[config.mk]
export PLATFORM = sky130hd
export DESIGN_NAME = sesum_status_summary
export DESIGN_NICKNAME = d
export VERILOG_FILES = /design/src/sesum_pkg.sv /design/src/sesum_event_reg.sv /design/src/sesum_status_summary.sv
export SDC_FILE = /design/constraint.sdc
export NUM_CORES = 1
export LEC_CHECK = 0
export BUFFER_PORTS_ARGS = -buffer_cell sky130_fd_sc_hd__buf_2
export CAP_MARGIN = 0
export CORE_ASPECT_RATIO = 0.7
export CORE_MARGIN = 2
export CORE_UTILIZATION = 37
export DETAILED_ROUTE_END_ITERATION = 10
export SLEW_MARGIN = 10
export SYNTH_ARGS = -nofsm -noshare
export SYNTH_HDL_FRONTEND = slang
export SYNTH_SLANG_ARGS = --single-unit
[constraint.sdc]
create_clock -name core_clk -period 4.6 [get_ports core_clk]
set_clock_uncertainty 0.1 [all_clocks]
set_input_delay 0.92 -clock core_clk [delete_from_list [all_inputs] [get_ports core_clk]]
set_output_delay 0.92 -clock core_clk [all_outputs]
set_load 0.01 [all_outputs]
[src/sesum_pkg.sv]
// Purpose: Constants for the status and event summary block
// Assumes: 16-bit condition registers, 8-bit summary byte
// Notes:   Register selects are local to this block's read port
package sesum_pkg;
  localparam int COND_W = 16;
  localparam int SUM_W  = 8;
  // Run-state condition bit positions
  localparam int OP_WAIT_TRIG  = 5;
  localparam int OP_TRAN_ARM   = 6;
  localparam int OP_CONST_V    = 8;
  localparam int OP_TRAN_DONE  = 9;
  localparam int OP_CONST_I    = 10;
  localparam int OP_SAMPLE     = 11;
  localparam int OP_LIST_DONE  = 12;
  localparam int OP_LIST_RUN   = 14;
  // Signal-quality condition bit positions
  localparam int QU_CUR_MODE   = 0;
  localparam int QU_VOLT_MODE  = 1;
  localparam int QU_THERMAL    = 3;
  localparam int QU_SLAVE      = 6;
  localparam int QU_VPROT      = 12;
  localparam int QU_IPROT      = 13;
  localparam int QU_SINK       = 14;
  // Summary byte bit positions
  localparam int SR_QUALITY    = 3;
  localparam int SR_MSG_AVAIL  = 4;
  localparam int SR_STD_EVENT  = 5;
  localparam int SR_REQUEST    = 6;
  localparam int SR_RUN_STATE  = 7;
  // Read selects
  localparam logic [2:0] SEL_OP_COND  = 3'h0;
  localparam logic [2:0] SEL_OP_EVENT = 3'h1;
  localparam logic [2:0] SEL_QU_COND  = 3'h2;
  localparam logic [2:0] SEL_QU_EVENT = 3'h3;
  localparam logic [2:0] SEL_SUMMARY  = 3'h4;
  localparam logic [15:0] ZERO16      = 16'h0000;
  localparam logic [15:0] OP_ENB_RST  = 16'h0000;
  localparam logic [15:0] QU_ENB_RST  = 16'h0000;
  localparam logic [7:0]  SR_ENB_RST  = 8'h00;
endpackage

[src/sesum_event_reg.sv]
// Purpose: Rising-edge event register with clear on read and enable mask
// Assumes: Condition input is synchronous to core_clk
// Notes:   A new edge in the clearing cycle is kept
`timescale 1ns/100ps
module sesum_event_reg #(
  parameter int WIDTH = 16
) (
  input  wire logic             core_clk,
  input  wire logic             rst_n,
  input  wire logic             clkEn,
  input  wire logic [WIDTH-1:0] edgeIn,
  input  wire logic             readClear,
  input  wire logic [WIDTH-1:0] enableMask,
  output logic      [WIDTH-1:0] eventBits,
  output logic                  summary
);
  logic [WIDTH-1:0] prevIn;

  always_ff @(posedge core_clk or negedge rst_n) begin
    if (!rst_n) begin
      prevIn <= '0;
    end else if (clkEn) begin
      prevIn <= edgeIn;
    end
  end

  // Set wins over read clear
  always_ff @(posedge core_clk or negedge rst_n) begin
    if (!rst_n) begin
      eventBits <= '0;
    end else if (clkEn) begin
      eventBits <= (readClear ? '0 : eventBits) | (edgeIn & ~prevIn);
    end
  end

  assign summary = |(eventBits & enableMask);
endmodule

[src/sesum_status_summary.sv]
// Purpose: Condition, event and service-request summary for a power supply
// Assumes: All status inputs come from logic on core_clk except trigPin
// Notes:   Reads via regSel/regRead; enables written via enable ports
//
// How it works
// - Summary bit 3 reads zero when no error and no quality event exist.
// - Summary bit 4 is set while a query response waits for reading.
// - Condition and event registers are 16 bits; the summary byte is 8.
// - Each condition register has an enable mask gating its events to summary.
// - An event bit sets when its condition bit rises from zero to one; run-state bits 9 and 12 set when transientDone and listDone rise.
// - Reading an event register returns it and then clears every bit not set by a new edge in that cycle.
// - Enabled set quality event bit asserts summary bit 3.
// - Summary bit 3 also set while the error queue is not empty.
// - Summary bits other than 6 are masked, ORed, and placed in bit 6.
// - SRQ is asserted while summary bit 6 is one.
// - Run-state bits 0-4, 7, 13, 15 always read zero.
// - Bit 5 set while trigger enabled; held through low external trigger input.
// - Bit 6 reads one only while the transient function is enabled.
// - Bit 8 marks constant voltage, bit 10 constant current.
// - Bits 9 and 12 are events only, reading zero in the condition.
// - Bit 11 marks sample complete, bit 14 list running.
// - Quality bit 0 means current mode, bit 1 voltage mode.
// - Quality bit 3 is thermal error, bit 6 slave fault.
// - Quality bits 12/13 are protection errors; with external reference, either error sets both.
// - Quality bit 14 is set while the unit sinks energy.
// - Quality bits 2, 4, 5, 7-11, 15 always read zero.
`timescale 1ns/100ps
module sesum_status_summary
  import sesum_pkg::*;
(
  input  wire logic              core_clk,
  input  wire logic              rst_n,
  input  wire logic              clkEn,
  input  wire logic              trigEnabled,
  input  wire logic              trigSourceExt,
  input  wire logic              trigPin,
  input  wire logic              transientArmed,
  input  wire logic              transientDone,
  input  wire logic              constVoltage,
  input  wire logic              constCurrent,
  input  wire logic              sampleDone,
  input  wire logic              listDone,
  input  wire logic              listRunning,
  input  wire logic              thermalError,
  input  wire logic              slaveFault,
  input  wire logic              voltProtError,
  input  wire logic              currProtError,
  input  wire logic              extRefEnabled,
  input  wire logic              sinking,
  input  wire logic              errQueueNotEmpty,
  input  wire logic              outputMsgReady,
  input  wire logic              stdEventSummary,
  input  wire logic              opEnableWrite,
  input  wire logic [COND_W-1:0] opEnableData,
  input  wire logic              quEnableWrite,
  input  wire logic [COND_W-1:0] quEnableData,
  input  wire logic              srEnableWrite,
  input  wire logic [SUM_W-1:0]  srEnableData,
  input  wire logic              regRead,
  input  wire logic [2:0]        regSel,
  output logic      [COND_W-1:0] regData,
  output logic      [SUM_W-1:0]  service_request_summary,
  output logic                   srqOut,
  output logic                   srqOe
);
  logic              trigSync1;
  logic              trigSync2;
  logic              waiting_trigger_flag;
  logic [COND_W-1:0] run_state_condition;
  logic [COND_W-1:0] run_state_edges;
  logic [COND_W-1:0] signal_quality_condition;
  logic [COND_W-1:0] run_state_enable;
  logic [COND_W-1:0] quality_enable_mask;
  logic [SUM_W-1:0]  srEnable;
  logic [COND_W-1:0] run_state_status;
  logic [COND_W-1:0] signal_quality_status;
  logic              opSummary;
  logic              quSummary;
  logic              opReadClear;
  logic              quReadClear;
  logic              anyProt;
  logic [SUM_W-1:0]  srBase;
  logic [COND_W-1:0] next_regData;

  // Trigger pin synchroniser
  always_ff @(posedge core_clk or negedge rst_n) begin
    if (!rst_n) begin
      trigSync1 <= 1'b0;
      trigSync2 <= 1'b0;
    end else if (clkEn) begin
      trigSync1 <= trigPin;
      trigSync2 <= trigSync1;
    end
  end

  // Waiting for trigger, held while external trigger input is low
  always_ff @(posedge core_clk or negedge rst_n) begin
    if (!rst_n) begin
      waiting_trigger_flag <= 1'b0;
    end else if (clkEn) begin
      if (trigEnabled) begin
        waiting_trigger_flag <= 1'b1;
      end else if (trigSourceExt && !trigSync2 && waiting_trigger_flag) begin
        waiting_trigger_flag <= 1'b1;
      end else begin
        waiting_trigger_flag <= 1'b0;
      end
    end
  end

  // Run-state condition as read; unused bits stay zero
  always_comb begin
    run_state_condition = ZERO16;
    run_state_condition[OP_WAIT_TRIG] = waiting_trigger_flag;
    run_state_condition[OP_TRAN_ARM]  = transientArmed;
    run_state_condition[OP_CONST_V]   = constVoltage;
    run_state_condition[OP_CONST_I]   = constCurrent;
    run_state_condition[OP_SAMPLE]    = sampleDone;
    run_state_condition[OP_LIST_RUN]  = listRunning;
  end

  // Edge source adds event-only bits
  always_comb begin
    run_state_edges = run_state_condition;
    run_state_edges[OP_TRAN_DONE] = transientDone;
    run_state_edges[OP_LIST_DONE] = listDone;
  end

  assign anyProt = voltProtError | currProtError;

  always_comb begin
    signal_quality_condition = ZERO16;
    signal_quality_condition[QU_CUR_MODE]  = constCurrent;
    signal_quality_condition[QU_VOLT_MODE] = constVoltage;
    signal_quality_condition[QU_THERMAL]   = thermalError;
    signal_quality_condition[QU_SLAVE]     = slaveFault;
    signal_quality_condition[QU_VPROT]     = voltProtError | (extRefEnabled & anyProt);
    signal_quality_condition[QU_IPROT]     = currProtError | (extRefEnabled & anyProt);
    signal_quality_condition[QU_SINK]      = sinking;
  end

  // Enable mask registers
  always_ff @(posedge core_clk or negedge rst_n) begin
    if (!rst_n) begin
      run_state_enable    <= OP_ENB_RST;
      quality_enable_mask <= QU_ENB_RST;
      srEnable            <= SR_ENB_RST;
    end else if (clkEn) begin
      if (opEnableWrite) begin
        run_state_enable <= opEnableData;
      end
      if (quEnableWrite) begin
        quality_enable_mask <= quEnableData;
      end
      if (srEnableWrite) begin
        srEnable <= srEnableData;
      end
    end
  end

  assign opReadClear = regRead && (regSel == SEL_OP_EVENT);
  assign quReadClear = regRead && (regSel == SEL_QU_EVENT);

  sesum_event_reg #(
    .WIDTH (COND_W)
  ) uOpEvent (
    .core_clk   (core_clk),
    .rst_n      (rst_n),
    .clkEn      (clkEn),
    .edgeIn     (run_state_edges),
    .readClear  (opReadClear),
    .enableMask (run_state_enable),
    .eventBits  (run_state_status),
    .summary    (opSummary)
  );

  sesum_event_reg #(
    .WIDTH (COND_W)
  ) uQuEvent (
    .core_clk   (core_clk),
    .rst_n      (rst_n),
    .clkEn      (clkEn),
    .edgeIn     (signal_quality_condition),
    .readClear  (quReadClear),
    .enableMask (quality_enable_mask),
    .eventBits  (signal_quality_status),
    .summary    (quSummary)
  );

  // Summary byte, combinational
  always_comb begin
    srBase = '0;
    srBase[SR_QUALITY]   = quSummary | errQueueNotEmpty;
    srBase[SR_MSG_AVAIL] = outputMsgReady;
    srBase[SR_STD_EVENT] = stdEventSummary;
    srBase[SR_RUN_STATE] = opSummary;
    service_request_summary = srBase;
    service_request_summary[SR_REQUEST] = |(srBase & srEnable);
  end

  // SRQ open-drain: drive low while requesting
  assign srqOut = 1'b0;
  assign srqOe  = service_request_summary[SR_REQUEST];

  // Read data; event contents captured before the clear takes effect
  always_comb begin
    next_regData = regData;
    if (regRead) begin
      if (regSel == SEL_OP_COND) begin
        next_regData = run_state_condition;
      end else if (regSel == SEL_OP_EVENT) begin
        next_regData = run_state_status;
      end else if (regSel == SEL_QU_COND) begin
        next_regData = signal_quality_condition;
      end else if (regSel == SEL_QU_EVENT) begin
        next_regData = signal_quality_status;
      end else if (regSel == SEL_SUMMARY) begin
        next_regData = {8'h00, service_request_summary};
      end else begin
        next_regData = ZERO16;
      end
    end
  end

  always_ff @(posedge core_clk or negedge rst_n) begin
    if (!rst_n) begin
      regData <= ZERO16;
    end else if (clkEn) begin
      regData <= next_regData;
    end
  end
endmodule

=== Word level (Yosys, flattened, before mapping) ===
Index checks and enable logic that the tools add are counted.

* Equality and inequality tests: 4
* Multiplexer cells: 9
* Bitwise logic cells: 14
* Reduce and logical (&&, ||, !) cells: 13

{| class="wikitable"
|+ Operators with widths
! operator !! count
|-
| 16-bit two-way mux || 6
|-
| 15-bit by 16-bit AND with 16-bit output || 2
|-
| 16-bit AND || 2
|-
| 15-bit NOT with 16-bit output || 2
|-
| 16-bit OR || 2
|-
| 16-bit OR reduction || 2
|-
| 8-bit AND || 1
|-
| 8-bit two-way mux || 1
|-
| 2-bit AND reduction || 4
|-
| 8-bit OR reduction || 1
|-
| 3-bit by 2-bit equality test with 1-bit output (second input constant) || 2
|-
| 1-bit logical AND || 4
|-
| 1-bit OR || 4
|-
| 3-bit by 1-bit equality test with 1-bit output (second input constant) || 1
|-
| 3-bit equality test (second input constant) || 1
|-
| 3-bit zero test || 1
|-
| 1-bit two-way mux || 2
|-
| 1-bit AND || 1
|-
| 1-bit zero test || 1
|}

* Bits in registers: 106
* Bits of input ports: 69
* Output and inout port bits: 26
* Logic and storage cells: 51

=== Longest topological paths before layout ===
* Depth after elaboration: 10
* Gate-level depth with buffers: 7
* Mapped depth without buffers: 5

=== Cells and area by module ===
From an unflattened synthesis, not the netlist that was laid out.

* Cell total of the unflattened synthesis: 431
* Area total of the unflattened synthesis: 5128.7 sq um

{| class="wikitable"
|+ Modules (own cells, without submodules)
! module !! times used !! cells an instance !! area each (sq um) !! sequential area each (sq um)
|-
| sesum_event_reg || 2 || 112 || 1286.2 || 800.8
|-
| sesum_status_summary || 1 || 207 || 2556.2 || 1376.3
|}

=== Least setup slack after synthesis ===
OpenSTA, ideal clock, no wires.

* Kind: in2out
* Start: in errQueueNotEmpty
* End: out service_request_summary[6]
* Arrival time: 1.915 ns
* Required time: 3.580 ns
* Slack: 1.665 ns
* Stages on the path: 5
* Buffers on the path: 1
* Cell sequence: a21oi_1 nand3_2 a22o_1 a221o_1 buf_4

* Word-level cells in the longest chain between the ends: 3

{| class="wikitable"
|+ Ends and longest elaborated chain
! element !! line !! source
|-
| start, declared || sesum_status_summary.sv:50 || <nowiki>input wire logic errQueueNotEmpty,</nowiki>
|-
| 1-bit OR || sesum_status_summary.sv:193 || <nowiki>srBase[SR_QUALITY] = quSummary | errQueueNotEmpty;</nowiki>
|-
| net service_request_summary[3] || sesum_status_summary.sv:62 || <nowiki>output logic [SUM_W-1:0] service_request_summary,</nowiki>
|-
| 8-bit AND || sesum_status_summary.sv:198 || <nowiki>service_request_summary[SR_REQUEST] = |(srBase & srEnable);</nowiki>
|-
| 8-bit OR reduction || sesum_status_summary.sv:198 ||
|-
| end, declared || sesum_status_summary.sv:62 ||
|}

The timed path passes the listed nets, and every way through them passes these cells.

=== Worst setup path after layout ===
* Start: reg uOpEvent.eventBits[12]
* End: out service_request_summary[6]

* Word-level cells in the longest chain between the ends: 4

{| class="wikitable"
|+ Ends and longest elaborated chain
! element !! line !! source
|-
| start, declared || sesum_event_reg.sv:14 || <nowiki>output logic [WIDTH-1:0] eventBits,</nowiki>
|-
| start signal, assigned || sesum_event_reg.sv:32 || <nowiki>eventBits <= (readClear ? '0 : eventBits) | (edgeIn & ~prevIn);</nowiki>
|-
| 16-bit AND || sesum_event_reg.sv:36 || <nowiki>assign summary = |(eventBits & enableMask);</nowiki>
|-
| 16-bit OR reduction || sesum_event_reg.sv:36 ||
|-
| 8-bit AND || sesum_status_summary.sv:198 ||
|-
| 8-bit OR reduction || sesum_status_summary.sv:198 ||
|}

No other way between the ends.

==> reports/results.ini <==
[sta]
timing.max_slew.rel_slack=0.435
hold_violations=0
setup_tns_ps=0
worst-slew-pin-transition_ps=848
timing_max_transition_violations_final=0
worst_hold_slack_ps=353
grt_setup_unrepaired=no
post-route-min-period_ps=3080
final_min_period_over_clock_period=0.671
setup_violators_final=0
timing.fmax_ghz=0.324

[final_layout]
area_delta_synth_final_pct=19.7
post_route_cells_drive_above_1_share=0.330
final_core_utilization=0.461
layout.nets=397
num_antenna_cells=0

[global_route]
grtUsageMet3=0.0519
pin_count_of_the_biggest_net_entering_global_routing=39
use_met1=0.246
grt-busiest-layer=met1
grt-ovfl-total=0
grt_first_pass_wirelength_um=10500
antenna_found_initial=0
track_usage=0.167
first_global_vias=2064
global_route.usage.met2=0.229

[synthesis]
postSynthRegisterBits=64
postSynth.topFlopCell=sky130_fd_sc_hd__dfrtp_1
sequential_share_of_the_synthesized_area=0.566
ys_warnings=0
synth_compound_gate_area_share=0.167
yosys-mux-area-fraction=0.106
yosys.area_share.xor_xnor=0
synthDominantCellAreaShare=0.566
top_area_cells_in_the_synthesized_netlist=sky130_fd_sc_hd__dfrtp_1, sky130_fd_sc_hd__mux2_2, sky130_fd_sc_hd__nand2_1, sky130_fd_sc_hd__o21ai_0, sky130_fd_sc_hd__buf_4
synth.avg_cell_area_um2=10.8
synthSimpleGateAreaFrac=0.0965
post_synth_num_cell_types=36
synth_enable_flop_cells=0
combinational_family_with_the_most_area_after_synthesis=compound AO/OA/AOI/OAI gates
synthArstFlopShare=1.00
synth.largest_area_cell=sky130_fd_sc_hd__dfrtp_1
adder_and_majority_cell_fraction_of_the_synthesized_area=0
number_of_cells_produced_by_synthesis=263
netlist_area_mm2=0.00283

[power]
power_report.internal_total_mw=0.966
p_leak_nw=1.65
sw_frac_of_total=0.268
clockPowerShare=0.338
cellPowerDensity_mw_per_mm2=390
share_seq_of_total_power=0.515
logic_pwr_share=0.147
vdd_drop_max_v=0.000128
total_switching_power_mw=0.353

[critical_path]
req_time_crit_path_ps=3580
timing.critical_path.from=uOpEvent.eventBits[12]
slowest_library_cell_on_the_worst_path=sky130_fd_sc_hd__dfrtp_1
worst_setup_path_end_kind=output port
worst_ep_arrival_time_ps=2060
most_common_cell_on_crit_path=sky130_fd_sc_hd__a22o_1
worstReg2RegStart=uOpEvent.eventBits[12]
worst_setup_path_start_kind=flip-flop
ws_path_type=reg -> out
critical_path.max_fanout=3
timing.critical_path.cells=a22o_1, a221oi_2, nand3_1, a22o_1, a221o_1, buf_2
critical_path.max_stage_delay_ps=400
worst-r2r-cell-count=5
cp-endpoint=service_request_summary[6]
critical_path.reg2reg.endpoint=regData[6]
reg2reg_setup_slack_ps=2870

[floorplanning]
floorplan.rows=26
floorplan.initialDensity=0.385
chipWidth_um=108
fp.dieH_um=77.1
core_region_area_mm2=0.00735
floorplan.io_pins=95
total_die_area_mm2=0.00837

[placement]
gp_congestion=0.748
detailedPlacementHpwl_um=4710
io_buffer_count=67

[clock_network]
post_cts_resized=0
htree_levels=3
cts_tree=built
post_cts.repair.setup_buffers=0
clock_tree.root_cell=sky130_fd_sc_hd__clkbuf_8
cts.sink_count=64
postCtsHoldBufs=0
cts_buffer_depth=2
clkSlewWorstSetupHoldPaths_ps=60
insertion_delay_of_the_later_clocked_pin_in_the_worst_skew_pair_ps=340
cts_made_buffers=9

[detailed_routing]
wl_per_cell_um=14.8
detail_route.drc_violations=0
vias_per_cell=4.96
first_iter_violations=132
postRouteWirelength_um=6380
route.vias.total=2138
number_of_search_and_repair_iterations_in_the_first_detailed_routing_pass=4
drt.antenna.violating_nets=0

[min_path]
holdCritPathClass=reg -> reg

[flow_run]
max-cap-violations=0

[run_status]
run_status=complete, no violations

-- metal layers --
layer | share of wire | routed length, µm
met1 | 0.49 | 3120
met2 | 0.43 | 2760
met3 | 0.063 | 401
met4 | 0.015 | 96
met5 | 0 | 0
-- cell families (layout without fill, tap and decap cells) --
group | count (synthesis) | count (layout)
AO/OA/AOI/OAI | 73 | 73
buffers and inverters | 36 | 101
flip-flops | 64 | 64
multiplexers | 26 | 26
other | 1 | 6
AND/OR/NAND/NOR | 63 | 63
-- synthesized netlist by cell type, types with 2 or more instances --
cell                        n
sky130_fd_sc_hd__nor2_1     5
sky130_fd_sc_hd__o21ai_1    3
sky130_fd_sc_hd__buf_4     10
sky130_fd_sc_hd__dfrtp_1   64
sky130_fd_sc_hd__nor3_1     2
sky130_fd_sc_hd__a32o_1     3
sky130_fd_sc_hd__a221oi_2   2
sky130_fd_sc_hd__a22oi_1    4
sky130_fd_sc_hd__mux2_2    21
sky130_fd_sc_hd__buf_1      4
sky130_fd_sc_hd__a22o_1     7
sky130_fd_sc_hd__mux2i_1    4
sky130_fd_sc_hd__buf_2      5
sky130_fd_sc_hd__nand3_1    2
sky130_fd_sc_hd__nand2_1   44
sky130_fd_sc_hd__inv_1     16
sky130_fd_sc_hd__nand2b_1   4
sky130_fd_sc_hd__nor2b_1    2
sky130_fd_sc_hd__o21ai_0   33
sky130_fd_sc_hd__o31ai_1    2
sky130_fd_sc_hd__a21oi_1   11
-- worst max-delay path: cells and delay by family, from the launching register on --
family / cells / cell delay [ps]
AOI/OAI and AO/OA: 4 / 980
buffers and inverters: 1 / 150
DFF: 1 / 400
and+or+nand+nor: 1 / 220
-- registers in the layout, indices dropped and copies added, names as in the netlist --
signal,count
regData,14
run_state_enable,8
uOpEvent.eventBits,8
uOpEvent.prevIn,8
quality_enable_mask,7
uQuEvent.eventBits,7
uQuEvent.prevIn,5
srEnable,4
trigSync1,1
trigSync2,1
waiting_trigger_flag,1
-- cell usage in the layout, fill, tap and decap left out --
cell,n
sky130_fd_sc_hd__buf_2,67
sky130_fd_sc_hd__dfrtp_1,64
sky130_fd_sc_hd__nand2_1,44
sky130_fd_sc_hd__o21ai_0,33
sky130_fd_sc_hd__mux2_2,21
sky130_fd_sc_hd__inv_1,16
sky130_fd_sc_hd__clkbuf_8,12
sky130_fd_sc_hd__a21oi_1,11
sky130_fd_sc_hd__a22o_1,7
sky130_fd_sc_hd__conb_1,6
sky130_fd_sc_hd__nor2_1,5
sky130_fd_sc_hd__a22oi_1,4
sky130_fd_sc_hd__mux2i_1,4
sky130_fd_sc_hd__nand2b_1,4
sky130_fd_sc_hd__o21ai_1,3
sky130_fd_sc_hd__a32o_1,3
sky130_fd_sc_hd__a221oi_2,2
sky130_fd_sc_hd__nand3_1,2
sky130_fd_sc_hd__nor2b_1,2
sky130_fd_sc_hd__nor3_1,2
sky130_fd_sc_hd__o31ai_1,2
sky130_fd_sc_hd__clkbuf_1,2
sky130_fd_sc_hd__buf_4,2
sky130_fd_sc_hd__nand3_2,1
sky130_fd_sc_hd__a221o_1,1
sky130_fd_sc_hd__nor2_2,1
sky130_fd_sc_hd__a21o_1,1
sky130_fd_sc_hd__a31o_2,1
sky130_fd_sc_hd__or3_1,1
sky130_fd_sc_hd__a311oi_1,1
sky130_fd_sc_hd__or3b_1,1
sky130_fd_sc_hd__o2bb2ai_1,1
sky130_fd_sc_hd__a311o_1,1
sky130_fd_sc_hd__o211a_1,1
sky130_fd_sc_hd__a31oi_1,1
sky130_fd_sc_hd__mux4_2,1
sky130_fd_sc_hd__clkinvlp_4,1
sky130_fd_sc_hd__clkinv_2,1
-- area by class of cell --
| class | count | area, µm² |
|---|---|---|
| inverters | 16 | 60.1 |
| flip-flops and latches | 64 | 1600 |
| clock buffers | 14 | 173 |
| fillers | 750 | 3970 |
| repair buffers | 69 | 350 |
| multi-input cells | 168 | 1070 |
| well taps | 98 | 123 |
| clock inverters | 2 | 12.5 |
-- how the worst min path moves through the flow --
stage | start | to | slack (ps) | cells after the start
after floorplan | uOpEvent.prevIn[11] | uOpEvent.eventBits[11] | 340 | 1
after global placement | uOpEvent.prevIn[5] | uOpEvent.eventBits[5] | 340 | 1
after detailed placement | uOpEvent.prevIn[14] | uOpEvent.eventBits[14] | 350 | 1
after CTS | uQuEvent.prevIn[14] | uQuEvent.eventBits[14] | 360 | 1
after global routing | uOpEvent.prevIn[14] | uOpEvent.eventBits[14] | 390 | 1
final | uOpEvent.prevIn[14] | uOpEvent.eventBits[14] | 350 | 1
-- power groups by stage --
stage | combinational [mW] | clock, mW | sequential [mW]
after floorplan | 0.127 | 0 | 0.681
after global placement | 0.193 | 0 | 0.688
after detailed placement | 0.197 | 0 | 0.690
after CTS | 0.198 | 0.461 | 0.680
after global routing | 0.222 | 0.486 | 0.689
final | 0.195 | 0.446 | 0.679
-- per-stage QoR --
| step | instance area [µm²] | total power, mW | worst slack, ps | instances |
|---|---|---|---|---|
| floorplan | 2850 | 0.807 | 1670 | 268 |
| global placement | 3200 | 0.881 | 1540 | 415 |
| detailed placement | 3200 | 0.888 | 1540 | 415 |
| CTS | 3390 | 1.34 | 1460 | 431 |
| global route | 3390 | 1.40 | 1400 | 431 |
| finish | 3390 | 1.32 | 1520 | 431 |
Note: power is estimated with default switching activity, not from simulation.
